$ cat config.mk
export PLATFORM = sky130hd
export DESIGN_NAME = cfm_top
export DESIGN_NICKNAME = d
export VERILOG_FILES = /design/src/design/cfm_pkg.sv /design/src/design/cfm_edge_watch.sv /design/src/design/cfm_top.sv
export SDC_FILE = /design/constraint.sdc
export NUM_CORES = 1
export LEC_CHECK = 0
export BUFFER_PORTS_ARGS = -buffer_cell sky130_fd_sc_hd__clkbuf_2
export CAP_MARGIN = 25
export CORE_AREA = 5 5 109 111
export CTS_BUF_LIST = sky130_fd_sc_hd__clkbuf_4 sky130_fd_sc_hd__clkbuf_8 sky130_fd_sc_hd__clkbuf_16
export DETAILED_ROUTE_END_ITERATION = 10
export DIE_AREA = 0 0 114 116
export GPL_TIMING_DRIVEN = 0
export MAX_ROUTING_LAYER = met4
export PLACE_DENSITY = 0.69
export SYNTH_ARGS = -nofsm -noshare
export SYNTH_HDL_FRONTEND = slang
export SYNTH_SLANG_ARGS = --single-unit
$ cat constraint.sdc
create_clock -name core_clk -period 1.7 [get_ports core_clk]
set_input_delay 0.17 -clock core_clk [delete_from_list [all_inputs] [get_ports core_clk]]
set_output_delay 0.17 -clock core_clk [all_outputs]
set_load 0.1 [all_outputs]
$ cat src/design/cfm_pkg.sv
/*
 package of the clock failure monitor: register map, field
 positions, reset values, source and mode codes, timing counts.
 assumes a single 20 MHz core clock from the internal RC clock.
*/
// Functional notes
// - watch the clock in use; on failure switch automatically to the internal clock.
// - power-managed mode routes the source named in clock_select_control to the core.
// - supervision of the clock in use continues inside power-managed modes.
// - failure with interrupt enabled: keep executing on the internal clock.
// - never return to a failed source without explicit software reselection.
// - interrupt disabled, failure seen: interrupt in idle resumes core on internal clock.
// - external, RC or internal primary: supervision active right after reset or wake; the code never watches a MODE_IRC primary.
// - crystal modes run on internal clock until start-up and lock timers expire.
// - stable crystal clock takes over the core; internal clock returns to sampling.
// - a never-starting oscillator raises no failure flag; software times start status.
// - selecting another mode while waiting for the primary disables the primary.
package cfm_pkg;
   // ****************************************
   // register map
   // ****************************************
   localparam logic [3:0] ADDR_CTRL = 4'h0;
   localparam logic [3:0] ADDR_STAT = 4'h4;
   localparam int CTRL_SEL_LO = 0;
   localparam int CTRL_INTEN  = 2;
   localparam int CTRL_IDLE   = 3;
   localparam int CTRL_SLEEP  = 4;
   localparam int STAT_FAIL   = 0;
   localparam int STAT_STRT   = 1;
   localparam int STAT_SRC_LO = 2;
   localparam int STAT_SAFE   = 4;
   localparam int STAT_RUN    = 5;
   localparam logic [1:0] RESP_OK  = 2'h0;
   localparam logic [1:0] RESP_ERR = 2'h2;
   // ****************************************
   // clock sources and primary modes
   // ****************************************
   localparam logic [1:0] SRC_PRI = 2'h0;
   localparam logic [1:0] SRC_SEC = 2'h1;
   localparam logic [1:0] SRC_INT = 2'h2;
   localparam logic [1:0] SEL_RST = 2'h0;
   localparam logic [2:0] MODE_LOWX  = 3'h0;
   localparam logic [2:0] MODE_STDX  = 3'h1;
   localparam logic [2:0] MODE_FASTX = 3'h2;
   localparam logic [2:0] MODE_MULX  = 3'h3;
   localparam logic [2:0] MODE_EXTC  = 3'h4;
   localparam logic [2:0] MODE_RCN   = 3'h5;
   localparam logic [2:0] MODE_IRC   = 3'h6;
   // ****************************************
   // timing
   // ****************************************
   localparam int CLK_NS  = 50;
   localparam int CLK_MHZ = 20;
   localparam int FAIL_NS = 3200;
   localparam int FAIL_CYC = FAIL_NS / CLK_NS;
   localparam logic [10:0] START_EDGES = 11'h400;
   localparam int PLL_LOCK_US = 2000;
   localparam int PLL_LOCK_CYC_DEF = PLL_LOCK_US * CLK_MHZ;
   // ****************************************
   // sequencer states
   // ****************************************
   typedef enum logic [4:0] {
      ST_START = 5'h01,
      ST_PRI   = 5'h02,
      ST_ALT   = 5'h04,
      ST_FAIL  = 5'h08,
      ST_SLEEP = 5'h10
   } cfm_state_e;
endpackage : cfm_pkg

$ cat src/design/cfm_edge_watch.sv
/*
 edge watcher: synchronises one monitored clock pin, reports its
 rising edges and flags a dead clock after a quiet interval.
 assumes the monitored clock is well below half the core clock.
*/
`timescale 1ns/1ns
module cfm_edge_watch
   import cfm_pkg::*;
(
   input  wire logic core_clk,
   input  wire logic resetn,
   input  wire logic pinClk,
   input  wire logic watchEn,
   output logic      edgeSeen,
   output logic      clkDead
);
   logic       meta_r;
   logic       sync_r;
   logic       prev_r;
   logic [7:0] quiet_r;

   // ****************************************
   // two-stage synchroniser
   // ****************************************
   always_ff @(posedge core_clk) begin
      if (!resetn) begin
         meta_r <= 1'b0;
         sync_r <= 1'b0;
         prev_r <= 1'b0;
      end else begin
         meta_r <= pinClk;
         sync_r <= meta_r;
         prev_r <= sync_r;
      end
   end

   assign edgeSeen = sync_r & ~prev_r;

   // ****************************************
   // quiet-interval counter
   // ****************************************
   always_ff @(posedge core_clk) begin
      if (!resetn || !watchEn || edgeSeen) begin
         quiet_r <= 8'h00;
      end else if (quiet_r != 8'(FAIL_CYC)) begin
         quiet_r <= quiet_r + 8'h01;
      end
   end

   assign clkDead = watchEn && (quiet_r == 8'(FAIL_CYC));
endmodule : cfm_edge_watch

$ cat src/design/cfm_top.sv
/*
 clock failure monitor with start-up sequencer and AXI4-Lite
 register slave; drives clock select and enable controls.
 assumes clock pins arrive asynchronous, mode straps are static.
*/
// Decided for this implementation: the register addresses and register access over AXI4-Lite.
`timescale 1ns/1ns
module cfm_top
   import cfm_pkg::*;
#(
   parameter int unsigned PLL_LOCK_CYC = cfm_pkg::PLL_LOCK_CYC_DEF
) (
   input  wire logic       core_clk,
   input  wire logic       resetn,
   input  wire logic [3:0] s_axi_awaddr,
   input  wire logic       s_axi_awvalid,
   output logic            s_axi_awready,
   input  wire logic [31:0] s_axi_wdata,
   input  wire logic [3:0] s_axi_wstrb,
   input  wire logic       s_axi_wvalid,
   output logic            s_axi_wready,
   output logic [1:0]      s_axi_bresp,
   output logic            s_axi_bvalid,
   input  wire logic       s_axi_bready,
   input  wire logic [3:0] s_axi_araddr,
   input  wire logic       s_axi_arvalid,
   output logic            s_axi_arready,
   output logic [31:0]     s_axi_rdata,
   output logic [1:0]      s_axi_rresp,
   output logic            s_axi_rvalid,
   input  wire logic       s_axi_rready,
   input  wire logic [2:0] cfgOscMode,
   input  wire logic       priClkPin,
   input  wire logic       secClkPin,
   input  wire logic       irqIn,
   input  wire logic       wakeIn,
   output logic [1:0]      clkSel,
   output logic            priOscEn,
   output logic            cpuRun,
   output logic            oscFailIntFlag
);
   import cfm_pkg::*;

   // ****************************************
   // decoding helpers
   // ****************************************
   function automatic logic isCrystal(input logic [2:0] m);
      isCrystal = (m == MODE_LOWX) || (m == MODE_STDX) ||
                  (m == MODE_FASTX) || (m == MODE_MULX);
   endfunction : isCrystal

   function automatic logic [1:0] srcOf(input cfm_state_e s,
                                       input logic [1:0] sel);
      case (s)
         ST_PRI:  srcOf = SRC_PRI;
         ST_ALT:  srcOf = sel;
         default: srcOf = SRC_INT;
      endcase
   endfunction : srcOf

   function automatic logic mapped(input logic [3:0] a);
      mapped = (a == ADDR_CTRL) || (a == ADDR_STAT);
   endfunction : mapped

   // ****************************************
   // declarations
   // ****************************************
   cfm_state_e  state_r;
   cfm_state_e  state_nxt;
   logic [1:0]  selSrc_r;
   logic        failIntEn_r;
   logic        idle_r;
   logic        idle_nxt;
   logic        failFlag_r;
   logic [1:0]  clkSel_r;
   logic        priOscEn_r;
   logic        cpuRun_r;
   logic        awGot_r;
   logic        wGot_r;
   logic [3:0]  awAddr_r;
   logic [31:0] wData_r;
   logic [3:0]  wStrb_r;
   logic        bvalid_r;
   logic [1:0]  bresp_r;
   logic        rvalid_r;
   logic [31:0] rdata_r;
   logic [1:0]  rresp_r;
   logic        doWrite;
   logic        ctrlWr;
   logic        statWr;
   logic [1:0]  newSel;
   logic        wakeSync1_r;
   logic        wakeSync_r;
   logic        irqSync1_r;
   logic        irqSync_r;
   logic [10:0] startEdges_r;
   logic [15:0] lockCnt_r;
   logic        startDone;
   logic        priEdge;
   logic        priDead;
   logic        secDead;
   logic        priWatch;
   logic        secWatch;
   logic        failDet;

   // ****************************************
   // AXI4-Lite write channel
   // ****************************************
   assign s_axi_awready = !awGot_r && !bvalid_r;
   assign s_axi_wready  = !wGot_r && !bvalid_r;
   assign s_axi_bvalid  = bvalid_r;
   assign s_axi_bresp   = bresp_r;
   assign doWrite = awGot_r && wGot_r && !bvalid_r;
   assign ctrlWr  = doWrite && (awAddr_r == ADDR_CTRL) && wStrb_r[0];
   assign statWr  = doWrite && (awAddr_r == ADDR_STAT) && wStrb_r[0];
   assign newSel  = (wData_r[CTRL_SEL_LO +: 2] == SRC_SEC) ? SRC_SEC :
                    (wData_r[CTRL_SEL_LO +: 2] == SRC_PRI) ? SRC_PRI : SRC_INT;

   always_ff @(posedge core_clk) begin
      if (!resetn) begin
         awGot_r  <= 1'b0;
         awAddr_r <= 4'h0;
      end else if (s_axi_awvalid && s_axi_awready) begin
         awGot_r  <= 1'b1;
         awAddr_r <= s_axi_awaddr;
      end else if (doWrite) begin
         awGot_r  <= 1'b0;
      end
   end

   always_ff @(posedge core_clk) begin
      if (!resetn) begin
         wGot_r  <= 1'b0;
         wData_r <= 32'h0000_0000;
         wStrb_r <= 4'h0;
      end else if (s_axi_wvalid && s_axi_wready) begin
         wGot_r  <= 1'b1;
         wData_r <= s_axi_wdata;
         wStrb_r <= s_axi_wstrb;
      end else if (doWrite) begin
         wGot_r  <= 1'b0;
      end
   end

   always_ff @(posedge core_clk) begin
      if (!resetn) begin
         bvalid_r <= 1'b0;
         bresp_r  <= RESP_OK;
      end else if (doWrite) begin
         bvalid_r <= 1'b1;
         bresp_r  <= mapped(awAddr_r) ? RESP_OK : RESP_ERR;
      end else if (s_axi_bready) begin
         bvalid_r <= 1'b0;
      end
   end

   // ****************************************
   // AXI4-Lite read channel
   // ****************************************
   assign s_axi_arready = !rvalid_r;
   assign s_axi_rvalid  = rvalid_r;
   assign s_axi_rdata   = rdata_r;
   assign s_axi_rresp   = rresp_r;

   always_ff @(posedge core_clk) begin
      if (!resetn) begin
         rvalid_r <= 1'b0;
         rdata_r  <= 32'h0000_0000;
         rresp_r  <= RESP_OK;
      end else if (s_axi_arvalid && s_axi_arready) begin
         rvalid_r <= 1'b1;
         rresp_r  <= mapped(s_axi_araddr) ? RESP_OK : RESP_ERR;
         rdata_r  <= 32'h0000_0000;
         if (s_axi_araddr == ADDR_CTRL) begin
            rdata_r[CTRL_SEL_LO +: 2] <= selSrc_r;
            rdata_r[CTRL_INTEN]       <= failIntEn_r;
            rdata_r[CTRL_IDLE]        <= idle_r;
         end else if (s_axi_araddr == ADDR_STAT) begin
            rdata_r[STAT_FAIL]        <= failFlag_r;
            rdata_r[STAT_STRT]        <= (state_r == ST_PRI);
            rdata_r[STAT_SRC_LO +: 2] <= clkSel_r;
            rdata_r[STAT_SAFE]        <= (state_r == ST_FAIL);
            rdata_r[STAT_RUN]         <= cpuRun_r;
         end
      end else if (s_axi_rready) begin
         rvalid_r <= 1'b0;
      end
   end

   // ****************************************
   // control register
   // ****************************************
   always_ff @(posedge core_clk) begin
      if (!resetn) begin
         selSrc_r    <= SEL_RST;
         failIntEn_r <= 1'b0;
      end else if (ctrlWr) begin
         selSrc_r    <= newSel;
         failIntEn_r <= wData_r[CTRL_INTEN];
      end
   end

   // ****************************************
   // pin synchronisers for wake and interrupt
   // ****************************************
   always_ff @(posedge core_clk) begin
      if (!resetn) begin
         wakeSync1_r <= 1'b0;
         wakeSync_r  <= 1'b0;
         irqSync1_r  <= 1'b0;
         irqSync_r   <= 1'b0;
      end else begin
         wakeSync1_r <= wakeIn;
         wakeSync_r  <= wakeSync1_r;
         irqSync1_r  <= irqIn;
         irqSync_r   <= irqSync1_r;
      end
   end

   // ****************************************
   // clock watchers
   // ****************************************
   assign priWatch = (state_r == ST_PRI) && (cfgOscMode != MODE_IRC);
   assign secWatch = (state_r == ST_ALT) && (selSrc_r == SRC_SEC);
   assign failDet  = (priWatch && priDead) || (secWatch && secDead);

   cfm_edge_watch u_priWatch (
      .core_clk (core_clk),
      .resetn   (resetn),
      .pinClk   (priClkPin),
      .watchEn  (priWatch),
      .edgeSeen (priEdge),
      .clkDead  (priDead)
   );

   cfm_edge_watch u_secWatch (
      .core_clk (core_clk),
      .resetn   (resetn),
      .pinClk   (secClkPin),
      .watchEn  (secWatch),
      .edgeSeen (),
      .clkDead  (secDead)
   );

   // ****************************************
   // start-up and lock timers
   // ****************************************
   always_ff @(posedge core_clk) begin
      if (!resetn || state_r != ST_START) begin
         startEdges_r <= 11'h000;
      end else if (priEdge && startEdges_r != START_EDGES) begin
         startEdges_r <= startEdges_r + 11'h001;
      end
   end

   always_ff @(posedge core_clk) begin
      if (!resetn || state_r != ST_START) begin
         lockCnt_r <= 16'h0000;
      end else if (lockCnt_r != 16'(PLL_LOCK_CYC)) begin
         lockCnt_r <= lockCnt_r + 16'h0001;
      end
   end

   assign startDone = !isCrystal(cfgOscMode) ||
                      ((startEdges_r == START_EDGES) &&
                       (cfgOscMode != MODE_MULX ||
                        lockCnt_r == 16'(PLL_LOCK_CYC)));

   // ****************************************
   // sequencer
   // ****************************************
   always_comb begin
      state_nxt = state_r;
      case (state_r)
         ST_START: begin
            if (ctrlWr && wData_r[CTRL_SLEEP]) begin
               state_nxt = ST_SLEEP;
            end else if (ctrlWr && newSel != SRC_PRI) begin
               state_nxt = ST_ALT;
            end else if (startDone) begin
               state_nxt = ST_PRI;
            end
         end
         ST_PRI, ST_ALT: begin
            if (failDet) begin
               state_nxt = ST_FAIL;
            end else if (ctrlWr && wData_r[CTRL_SLEEP]) begin
               state_nxt = ST_SLEEP;
            end else if (ctrlWr && newSel == SRC_PRI) begin
               state_nxt = (state_r == ST_PRI) ? ST_PRI : ST_START;
            end else if (ctrlWr) begin
               state_nxt = ST_ALT;
            end
         end
         ST_FAIL: begin
            if (ctrlWr && wData_r[CTRL_SLEEP]) begin
               state_nxt = ST_SLEEP;
            end else if (ctrlWr) begin
               state_nxt = (newSel == SRC_PRI) ? ST_START : ST_ALT;
            end
         end
         ST_SLEEP: begin
            if (wakeSync_r) begin
               state_nxt = (selSrc_r == SRC_PRI) ? ST_START : ST_ALT;
            end
         end
         default: state_nxt = ST_START;
      endcase
   end

   always_comb begin
      idle_nxt = idle_r;
      if (state_nxt == ST_SLEEP) begin
         idle_nxt = 1'b0;
      end else if (failDet && failIntEn_r) begin
         idle_nxt = 1'b0;
      end else if (irqSync_r) begin
         idle_nxt = 1'b0;
      end else if (ctrlWr && wData_r[CTRL_IDLE]) begin
         idle_nxt = 1'b1;
      end
   end

   always_ff @(posedge core_clk) begin
      if (!resetn) begin
         state_r    <= ST_START;
         idle_r     <= 1'b0;
         clkSel_r   <= SRC_INT;
         priOscEn_r <= 1'b1;
         cpuRun_r   <= 1'b1;
      end else begin
         state_r    <= state_nxt;
         idle_r     <= idle_nxt;
         clkSel_r   <= srcOf(state_nxt, ctrlWr ? newSel : selSrc_r);
         priOscEn_r <= (state_nxt == ST_START) || (state_nxt == ST_PRI);
         cpuRun_r   <= !idle_nxt && (state_nxt != ST_SLEEP);
      end
   end

   // ****************************************
   // failure flag, set wins over clear
   // ****************************************
   always_ff @(posedge core_clk) begin
      if (!resetn) begin
         failFlag_r <= 1'b0;
      end else if (failDet) begin
         failFlag_r <= 1'b1;
      end else if (statWr && wData_r[STAT_FAIL]) begin
         failFlag_r <= 1'b0;
      end
   end

   assign clkSel         = clkSel_r;
   assign priOscEn       = priOscEn_r;
   assign cpuRun         = cpuRun_r;
   assign oscFailIntFlag = failFlag_r;
endmodule : cfm_top

==> results of run 1 <==
==> area by class of cell <==
type                    instances  area share
multi-input cells             347       0.445
flip-flops and latches         89       0.345
repair buffers                 68      0.0784
plain buffers                  39      0.0508
well taps                     140      0.0334
clock buffers                  10      0.0262
clock inverters                 6      0.0129
inverters                      10     0.00786
==> registers in the layout (all words and copies together), names as in the netlist, 2 cells and up <==
| signal | cells |
|---|---|
| startEdges_r | 11 |
| awAddr_r | 4 |
| selSrc_r | 2 |
| s_axi_rdata | 6 |
| state_r | 5 |
| wData_r | 5 |
| lockCnt_r | 16 |
| u_secWatch.quiet_r | 8 |
| u_priWatch.quiet_r | 8 |
| clkSel | 2 |
==> power by group <==
part           total [mW]  switching [mW]  internal, mW
sequential           2.18          0.0454          2.14
combinational       0.896           0.639         0.257
clock                1.49           0.775         0.718
total                4.57            1.46          3.11
==> through the flow <==
step,utilization,setup TNS [ns],worst slack (ns)
2_1_floorplan,-,-0.413,-0.141
3_3_place_gp,0.443,-3.67,-0.333
3_5_place_dp,0.443,-4.77,-0.361
4_1_cts,0.478,-0.314,-0.123
5_1_grt,0.491,-1.47,-0.192
6_report,0.491,-0.546,-0.123
==> worst paths after layout <==
kind | start | endpoint | slack [ns]
max | awAddr_r[0]$_SDFFE_PN0P_ | clkSel[1]$_SDFF_PN1_ | -0.12
min | wakeIn | wakeSync1_r$_SDFF_PN0_ | 0.01
max reg2reg | awAddr_r[0]$_SDFFE_PN0P_ | clkSel[1]$_SDFF_PN1_ | -0.12
min reg2reg | wakeSync1_r$_SDFF_PN0_ | wakeSync_r$_SDFF_PN0_ | 0.44
==> timing repair <==
item                                    4_1_cts  5_1_grt
endpoints found under the setup margin       41       23
resized for setup                            24       26
endpoints found under the hold margin         1        0
buffers inserted                             17        5
hold buffers                                  1        0
pin swaps                                    16       17
==> per-layer routing <==
layer  vias to the layer above  global-route usage  share of wire
met5                         -                   -              0
met3                        17              0.0230          0.040
met1                      1511               0.167           0.44
met2                        62               0.227           0.50
met4                         0              0.0602          0.021
li1                       1711                   -              -
==> synthesized netlist by cell type (6+ instances only) <==
cell	count
and2_1	17
nor4_1	6
dfxtp_1	89
nand3_1	23
xor2_1	24
nand2_1	19
nor2_1	85
nand4_1	8
buf_4	28
ha_1	8
nor3_1	7
nand2b_1	10
inv_1	9
clkbuf_1	10
mux2i_1	14
a21oi_1	13
xnor2_1	18
and3_1	9
==> kinds of logic after synthesis <==
family,after synthesis,synth area share
multiplexers,19,0.0476
other,1,0.000893
adder cells (fa/ha/maj),8,0.0238
flip-flops,89,0.424
AND/OR/NAND/NOR,213,0.272
AO/OA/AOI/OAI,37,0.0634
buffers and inverters,54,0.0810
XOR/XNOR,42,0.0876
==> layout by cell type, fill, tap and decap left out, types with 3 or more instances in the layout <==
cell type | synthesis | routed
clkinvlp_4 | 0 | 6
nor3_1 | 7 | 6
nor4_1 | 6 | 6
dfxtp_4 | 0 | 5
a22oi_1 | 4 | 4
ha_1 | 8 | 8
nand2b_1 | 10 | 8
clkbuf_2 | 0 | 46
nand3b_1 | 4 | 4
nand3_1 | 23 | 23
conb_1 | 1 | 28
buf_4 | 28 | 47
mux2_2 | 4 | 4
nand2_1 | 19 | 19
nor2_1 | 85 | 78
buf_6 | 4 | 3
nor2_2 | 0 | 5
a21oi_1 | 13 | 12
dfxtp_1 | 89 | 73
buf_2 | 2 | 3
nand4_1 | 8 | 8
xor2_1 | 24 | 24
clkbuf_1 | 10 | 6
or3_4 | 2 | 3
clkbuf_8 | 0 | 11
and2_1 | 17 | 17
xnor2_1 | 18 | 17
and3_1 | 9 | 9
inv_1 | 9 | 8
dfxtp_2 | 0 | 11
mux2i_1 | 14 | 13
==> impl_results.md, run 1 <==
- Top-area cell type share of the netlist area: 0.424
- Post-Syn Instances: 463
- Post-DR vias/cell: 4.66
- Row cnt: 38
- Fillers: 1029
- DR vias: 3301
- CP top delay family: simple AND/OR/NAND/NOR gates
- CTS tree: yes
- Worst slew pin tran: 0.627 ns
- Max Freq: 0.549 GHz
- Chip width: 114 µm
- Drt wl/cell: 12.3 µm
- VDD IR-drop max: 0.400 mV
- Critical path required time: 1.94 ns
- Endpoints failing setup: 9
- Vias in the first global route: 3121
- MaxCap Viol Count: 0
- Share of layout cells above drive strength 1: 0.309
- Die area: 13200 µm²
- Multi-input logic area: 2340 µm²
- Die height: 116 µm
- Leak: 2.12 nW
- First-pass GRT wire length: 14400 µm
- Sequential share of the synthesized area: 0.424
- CP Capture Type: register
- Number of synthesized flops with an enable pin: 0
- WHS Path Cells: 2
- Dominant synthesized flop cell: dfxtp_1
- Crit path top cell by count: or3_4
- Initial Util: 0.393
- Clock root buffer: clkbuf_8
- CP max-delay cell: or3_4
- Hold slack: 0.0123 ns
- Outcome: finished, violations left
- IO Port Bufs: 45
- Seq cells post-synth: 89
- CTS Buffer Depth: 2
- Area Overhead vs Synth: 25.0%
- Final nets: 630
- Reg area: 1810 µm²
- Period minus WS final: 1.82 ns
- Yosys cell types: 59
- RSZ-0062 raised after global routing: yes
- Worst Path Arrival: 2.06 ns
- Final Hold Fails: 0
- Non-Filler Instances: 709
- N_diodes: 0
- DRT antenna net count: 0
- Worst path depth: 5
- Cell Area, Synth: 4200 µm²
- Mean post-synth cell area: 9.07 µm²
- Crit-path cells: or3_4 > or3_4 > mux2_4 > nor2_2 > o31ai_2
- Final Cell Area: 5250 µm²
- Clock Latency Late Sink: 0.36 ns
- Setup WS post-layout: -0.123 ns
- Buf+Inv Stages, Crit Path: 0
- Core Region: 10700 µm²
- DRC: 0
- CP Max Fanout: 7
- Failing checks: setup timing
- Max incr delay on CP: 0.45 ns
- Total power: 4.57 mW
- Routability cong.: 0.864
- Initial drt markers: 141
- Placed wire-length estimate: 6290 µm
- Grt ovf: 0
- Most area-hungry cell type in the Yosys netlist: dfxtp_1
- Initial DRT Pass Iterations: 4
- Crit share post-route: 1.07
- Placed cell areas: 4740 µm²
- CP startpoint kind: register
- Async S/R FF share, synth: 0
- DRT Wirelength: 8750 µm
- Tot GR Track Use: 0.138
- Total number of yosys warnings: 0
- Max Clock Skew: 0.0110 ns
- Initial antenna violation count: 0
- Worst-path clk slew: 0.09 ns
- H-tree depth: 3
- Dpl cells: 675
- Hold Path Class: input pin to register
- CTS sink cnt: 89
- Power Density: 871 nW/µm²
- Relative slew slack: 0.579
- Max Slew Vio Count: 0
- Area contributors post-synth: dfxtp_1, nor2_1, buf_4
- # IOs: 104
- R2R cell count: 5
- Worst setup path category: register to register
- Num CTS Buffers: 9
- Largest net degree at the start of global routing: 16
(Power assumes the default switching activity.)
==> run 2: changes to the inputs <==
- CORE_AREA: 5 5 109 111 -> 5 5 108 110
- DIE_AREA: 0 0 114 116 -> 0 0 113 115
- PLACE_DENSITY: 0.69 -> 0.7
- SYNTH_HIERARCHICAL: not set -> 1
==> impl_results.md, run 2 <==
- Outcome: finished, violations left
- Failing checks: setup timing
- # IOs: 104
- Share of layout cells above drive strength 1: 0.286
- Die height: 115 µm
- Max incr delay on CP: 0.56 ns
- Worst slew pin tran: 0.970 ns
- RSZ-0062 raised after global routing: yes
- Hold Path Class: input pin to register
- Critical path required time: 1.95 ns
- Tot GR Track Use: 0.143
- Relative slew slack: 0.348
- Number of synthesized flops with an enable pin: 0
- CP Capture Type: register
- Yosys cell types: 56
- Crit share post-route: 1.44
- Worst setup path category: register to register
- Total number of yosys warnings: 6
- VDD IR-drop max: 0.527 mV
- CTS tree: yes
- DRC: 0
- Setup WS post-layout: -0.755 ns
- Top-area cell type share of the netlist area: 0.428
- Largest Register: lockCnt_r
- Most common cell after layout, fill and taps aside: dfxtp_1
- Crit path top cell by count: or4b_4
- Max Freq: 0.407 GHz
- CP max-delay cell: or4b_4
- Adder-Cell Fraction of Synth Area: 0.0241
- DR vias: 3474
- Endpoints failing setup: 16
- Routability cong.: 0.857
- Hold slack: 0.0164 ns
- CP startpoint kind: register
- Row cnt: 38
- Largest net degree at the start of global routing: 16
- Seq cells post-synth: 89
- Max Clock Skew: 0.0109 ns
- Largest regs: lockCnt_r x16, startEdges_r x11
- Placed cell areas: 4730 µm²
- Post-Syn Instances: 467
- Dominant synthesized flop cell: dfxtp_1
- N_diodes: 0
- Post-synthesis compound-gate area fraction: 0.0914
- Vias in the first global route: 3272
- Die area: 13000 µm²
- Max reg flops: 16
- Area contributors post-synth: dfxtp_1, nor2_1, buf_4
- Worst Path Arrival: 2.70 ns
- Place WS: -0.850 ns
- Mean post-synth cell area: 8.91 µm²
- CTS sink cnt: 89
- Initial antenna violation count: 0
- Drt wl/cell: 12.7 µm
- Num CTS Buffers: 9
- Worst-path clk slew: 0.09 ns
- Simple-Gate Fraction of Synth Area: 0.262
- First-pass GRT wire length: 15100 µm
- Clock Latency Late Sink: 0.36 ns
- Post-DR vias/cell: 4.92
- Clock root buffer: clkbuf_8
- MaxCap Viol Count: 0
- Largest family of logic cells by synthesized area: simple AND/OR/NAND/NOR gates
- Placed wire-length estimate: 6390 µm
- Post-synthesis xor/xnor area fraction: 0.0695
- Grt ovf: 0
- Final Hold Fails: 0
- Total power: 4.75 mW
- CP Max Fanout: 3
- Period minus WS final: 2.45 ns
- Crit-path cells: or4b_4 > nor3_4 > and3_4 > or4b_4 > a31oi_4 > o221ai_4 > and2_1
- Max Slew Vio Count: 0
- CP top delay family: simple AND/OR/NAND/NOR gates
- Initial DRT Pass Iterations: 5
- Initial drt markers: 171
- Mux contribution to synthesized area: 0.0448
- Sequential share of the synthesized area: 0.428
- DRT Wirelength: 8950 µm
- Buf+Inv Stages, Crit Path: 0
- Initial Util: 0.392
- Most frequent cells in the layout: dfxtp_1, nor2_1, clkbuf_2
- Area Overhead vs Synth: 26.5%
- H-tree depth: 3
- Final Cell Area: 5260 µm²
- Cell Area, Synth: 4160 µm²
- Most frequent cells after synthesis: dfxtp_1, nor2_1, buf_4
- Most area-hungry cell type in the Yosys netlist: dfxtp_1
- Leak: 2.16 nW
- Power Density: 902 nW/µm²
- Most common cell in the netlist: dfxtp_1
- DRT antenna net count: 0
- Async S/R FF share, synth: 0
- Final nets: 627
- IO Port Bufs: 45
- Chip width: 113 µm
- Core Region: 10600 µm²
- CTS Buffer Depth: 2
-- run 2: changes by cell type after synthesis, sizes merged, moves of 5 or more --
cell	delta
a21oi	+9
nand2	+5
nor2	-18
nor4b	+5
o21ai	+5
xnor2	-8
-- run 2: logic make-up (layout without fill, tap and decap cells) --
logic type      Yosys count  after routing
fa+ha+maj                 8              8
flops                    89             89
mux                      18             18
other cells               1             28
simple gates            205            205
compound gates           57             57
xor+xnor                 33             33
buf+inv                  56            128
-- run 2: what timing repair did --
action                     CTS  global route
hold endpoints to repair     1             0
pin swaps                    8            12
gates resized for setup     28            25
setup endpoints to repair   46            50
setup buffers                7             7
hold buffers                 1             0
-- run 2: worst paths after layout --
kind                            cells after the start                      endpoint                    startpoint  slack, ns
worst min-delay path                                2  u_priWatch/meta_r$_SDFF_PN0_                     priClkPin       0.02
worst max register to register                      7         state_r[4]$_SDFF_PN0_         state_r[2]$_SDFF_PN0_      -0.75
worst min register to register                      1  u_secWatch/sync_r$_SDFF_PN0_  u_secWatch/meta_r$_SDFF_PN0_       0.43
worst max-delay path                                7         state_r[4]$_SDFF_PN0_         state_r[2]$_SDFF_PN0_      -0.75
-- run 2: power by group --
part	leakage, nW	internal (mW)	switching [mW]	total [mW]
combinational	1.32	0.224	0.611	0.835
sequential	0.727	2.14	0.0553	2.19
clock	0.114	0.976	0.747	1.72
total	2.16	3.34	1.41	4.75
-- run 2: final cells by class --
type,instances,area [µm²]
clock buffer,9,124
clock inverter,7,118
buffer,38,263
inverter,14,56.3
tap,140,175
timing repair buffer,60,344
sequential,89,1800
fill,957,5340
multi-input combinational,349,2380
-- run 2: layer usage --
layer / share of wire / wire length (µm) / up-vias / GRT usage
met2: 0.48 / 4310 / 93 / 0.236
met5: 0 / 0 / - / -
met1: 0.44 / 3940 / 1622 / 0.175
li1: - / - / 1749 / -
met3: 0.068 / 607 / 10 / 0.0411
met4: 0.011 / 94 / 0 / 0.0313
-- run 2: per-stage QoR --
stage / TNS (ns) / util / instances
detailed placement: -26.53 / 0.446 / 679
finish: -7.52 / 0.496 / 706
CTS: -7.69 / 0.483 / 700
floorplan: -8.25 / - / 494
global placement: -22.01 / 0.446 / 679
global route: -8.65 / 0.496 / 706
==> run 3: changes to the inputs <==
- CORE_AREA: 5 5 108 110 -> 5 5 114 105
- DIE_AREA: 0 0 113 115 -> 0 0 119 110
- PLACE_DENSITY: 0.7 -> 0.69
==> impl_results.md, run 3 (same netlist as run 2, synthesis figures left out) <==
- Vias in the first global route: 3300
- Max Clock Skew: 0.00828 ns
- Most frequent cells in the layout: dfxtp_1, nor2_1, clkbuf_2
- Crit share post-route: 1.46
- N_diodes: 0
- Switching Share: 0.306
- Max Slew Vio Count: 0
- Share of layout cells above drive strength 1: 0.271
- Initial DRT Pass Iterations: 4
- R2R Setup Slk: -0.77 ns
- IO Port Bufs: 45
- Tot GR Track Use: 0.148
- Routability cong.: 0.848
- Initial Util: 0.391
- Pint: 3.48 mW
- Period minus WS final: 2.47 ns
- Sw Pwr: 1.54 mW
- H-tree depth: 3
- Worst Path Arrival: 2.66 ns
- Dpl cells: 672
- Endpoints failing setup: 11
- Worst-path clk slew: 0.06 ns
- CP Max Fanout: 3
- VDD IR-drop max: 0.409 mV
- First-pass GRT wire length: 15400 µm
- Sum Neg Setup Slack: -7.26 ns
- Drt wl/cell: 13.1 µm
- Grt ovf: 0
- Failing checks: setup timing
- CTS Buffer Depth: 2
- Max Freq: 0.404 GHz
- Final nets: 625
- Max reg flops: 16
- Initial antenna violation count: 0
- Clock Latency Late Sink: 0.34 ns
- Leak: 2.17 nW
- Worst slew pin tran: 0.791 ns
- CTS sink cnt: 89
- Power Density: 957 nW/µm²
- WHS Path Cells: 2
- DRC: 0
- CTS tree: yes
- Non-Filler Instances: 697
- Worst Hold Path EP: irqSync1_r$_SDFF_PN0_
- Die height: 110 µm
- Post-DR vias/cell: 4.97
- Sequential power share: 0.437
- Worst r2r dst: priOscEn$_SDFF_PN1_
- Initial drt markers: 171
- Final Hold Fails: 0
- Clock power share: 0.394
- Largest Register: lockCnt_r
- Die area: 13100 µm²
- Fin util: 0.494
- Outcome: finished, violations left
- Relative slew slack: 0.468
- Largest regs: lockCnt_r x16, startEdges_r x11
- CP startpoint kind: register
- Placed wire-length estimate: 6550 µm
- DRT Wirelength: 9130 µm
- Clock root buffer: clkbuf_16
- Row cnt: 36
- DRT antenna net count: 0
- RR Startpoint: state_r[2]$_SDFF_PN0_
- Core Region: 10600 µm²
- Num CTS Buffers: 9
- Area Overhead vs Synth: 26.1%
- Critical path required time: 1.89 ns
- Placed cell areas: 4720 µm²
- Largest net degree at the start of global routing: 18
- Final Cell Area: 5250 µm²
- # IOs: 104
- Worst Hold Launch: irqIn
- R2R cell count: 7
- Hold Path Class: input pin to register
- CP Capture Type: register
- Gate power share: 0.170
- Chip width: 119 µm
- Worst setup path category: register to register
- Most common cell after layout, fill and taps aside: dfxtp_1
- MaxCap Viol Count: 0
- DR vias: 3466
- Setup WS post-layout: -0.774 ns
- RSZ-0062 raised after global routing: yes
run 3: how the worst max path moves through the flow:
| stage | startpoint | endpoint | slack, ns | cells past startpoint |
|---|---|---|---|---|
| after global placement | u_priWatch/quiet_r[0]$_SDFFE_PP0P_ | priOscEn$_SDFF_PN1_ | -0.81 | 8 |
| final | state_r[2]$_SDFF_PN0_ | priOscEn$_SDFF_PN1_ | -0.77 | 7 |
| after detailed placement | u_priWatch/quiet_r[0]$_SDFFE_PP0P_ | state_r[4]$_SDFF_PN0_ | -0.90 | 8 |
| after CTS | state_r[1]$_SDFF_PN0_ | state_r[4]$_SDFF_PN0_ | -0.79 | 8 |
| after floorplan | state_r[3]$_SDFF_PN0_ | state_r[4]$_SDFF_PN0_ | -0.63 | 8 |
| after global routing | state_r[2]$_SDFF_PN0_ | priOscEn$_SDFF_PN1_ | -0.84 | 7 |
run 3: power groups by stage:
stage	combinational, mW	sequential [mW]	clock, mW
2_1_floorplan	0.592	2.31	0
3_3_place_gp	0.773	2.23	0
4_1_cts	0.825	2.19	2.02
6_report	0.853	2.19	1.98
5_1_grt	0.898	2.20	2.13
3_5_place_dp	0.783	2.24	0
run 3: through the flow:
step           power (mW)  setup slack [ns]  hold WS, ns
3_5_place_dp         3.02            -0.905        0.356
2_1_floorplan        2.90            -0.629        0.259
3_3_place_gp         3.01            -0.813        0.350
4_1_cts              5.03            -0.788       0.0321
5_1_grt              5.23            -0.845       0.0330
6_report             5.02            -0.774       0.0392
run 3: layout make-up:
type	count	area, µm²
Timing Repair Buffer	58	329
Clock inverter	6	56.3
Buffer	38	263
Tap cell	133	166
Multi-Input combinational cell	349	2320
Sequential cell	89	1800
Inverter	14	56.3
Fill cell	1016	5380
Clock buffer	10	250
run 3: routing by layer:
layer | wire length, µm | global-route usage | share of wire
met1 | 4030 | 0.172 | 0.44
met5 | 0 | - | 0
met4 | 238 | 0.0695 | 0.026
met3 | 326 | 0.0306 | 0.036
met2 | 4530 | 0.250 | 0.50
run 3: critical path, stage by stage (launching register included):
cell	delay, ns
dfxtp_4	0.35
or4b_4	0.56
nor3_4	0.15
and3_4	0.19
or4b_4	0.49
a31oi_4	0.30
o21ba_4	0.18
o211ai_1	0.11
run 3: timing repair:
item | in CTS | in global routing
resized for setup | 25 | 17
endpoints found under the setup margin | 46 | 50
hold endpoints to repair | 1 | 0
hold buffers | 1 | 0
setup buffers | 6 | 6
pin swaps | 9 | 5
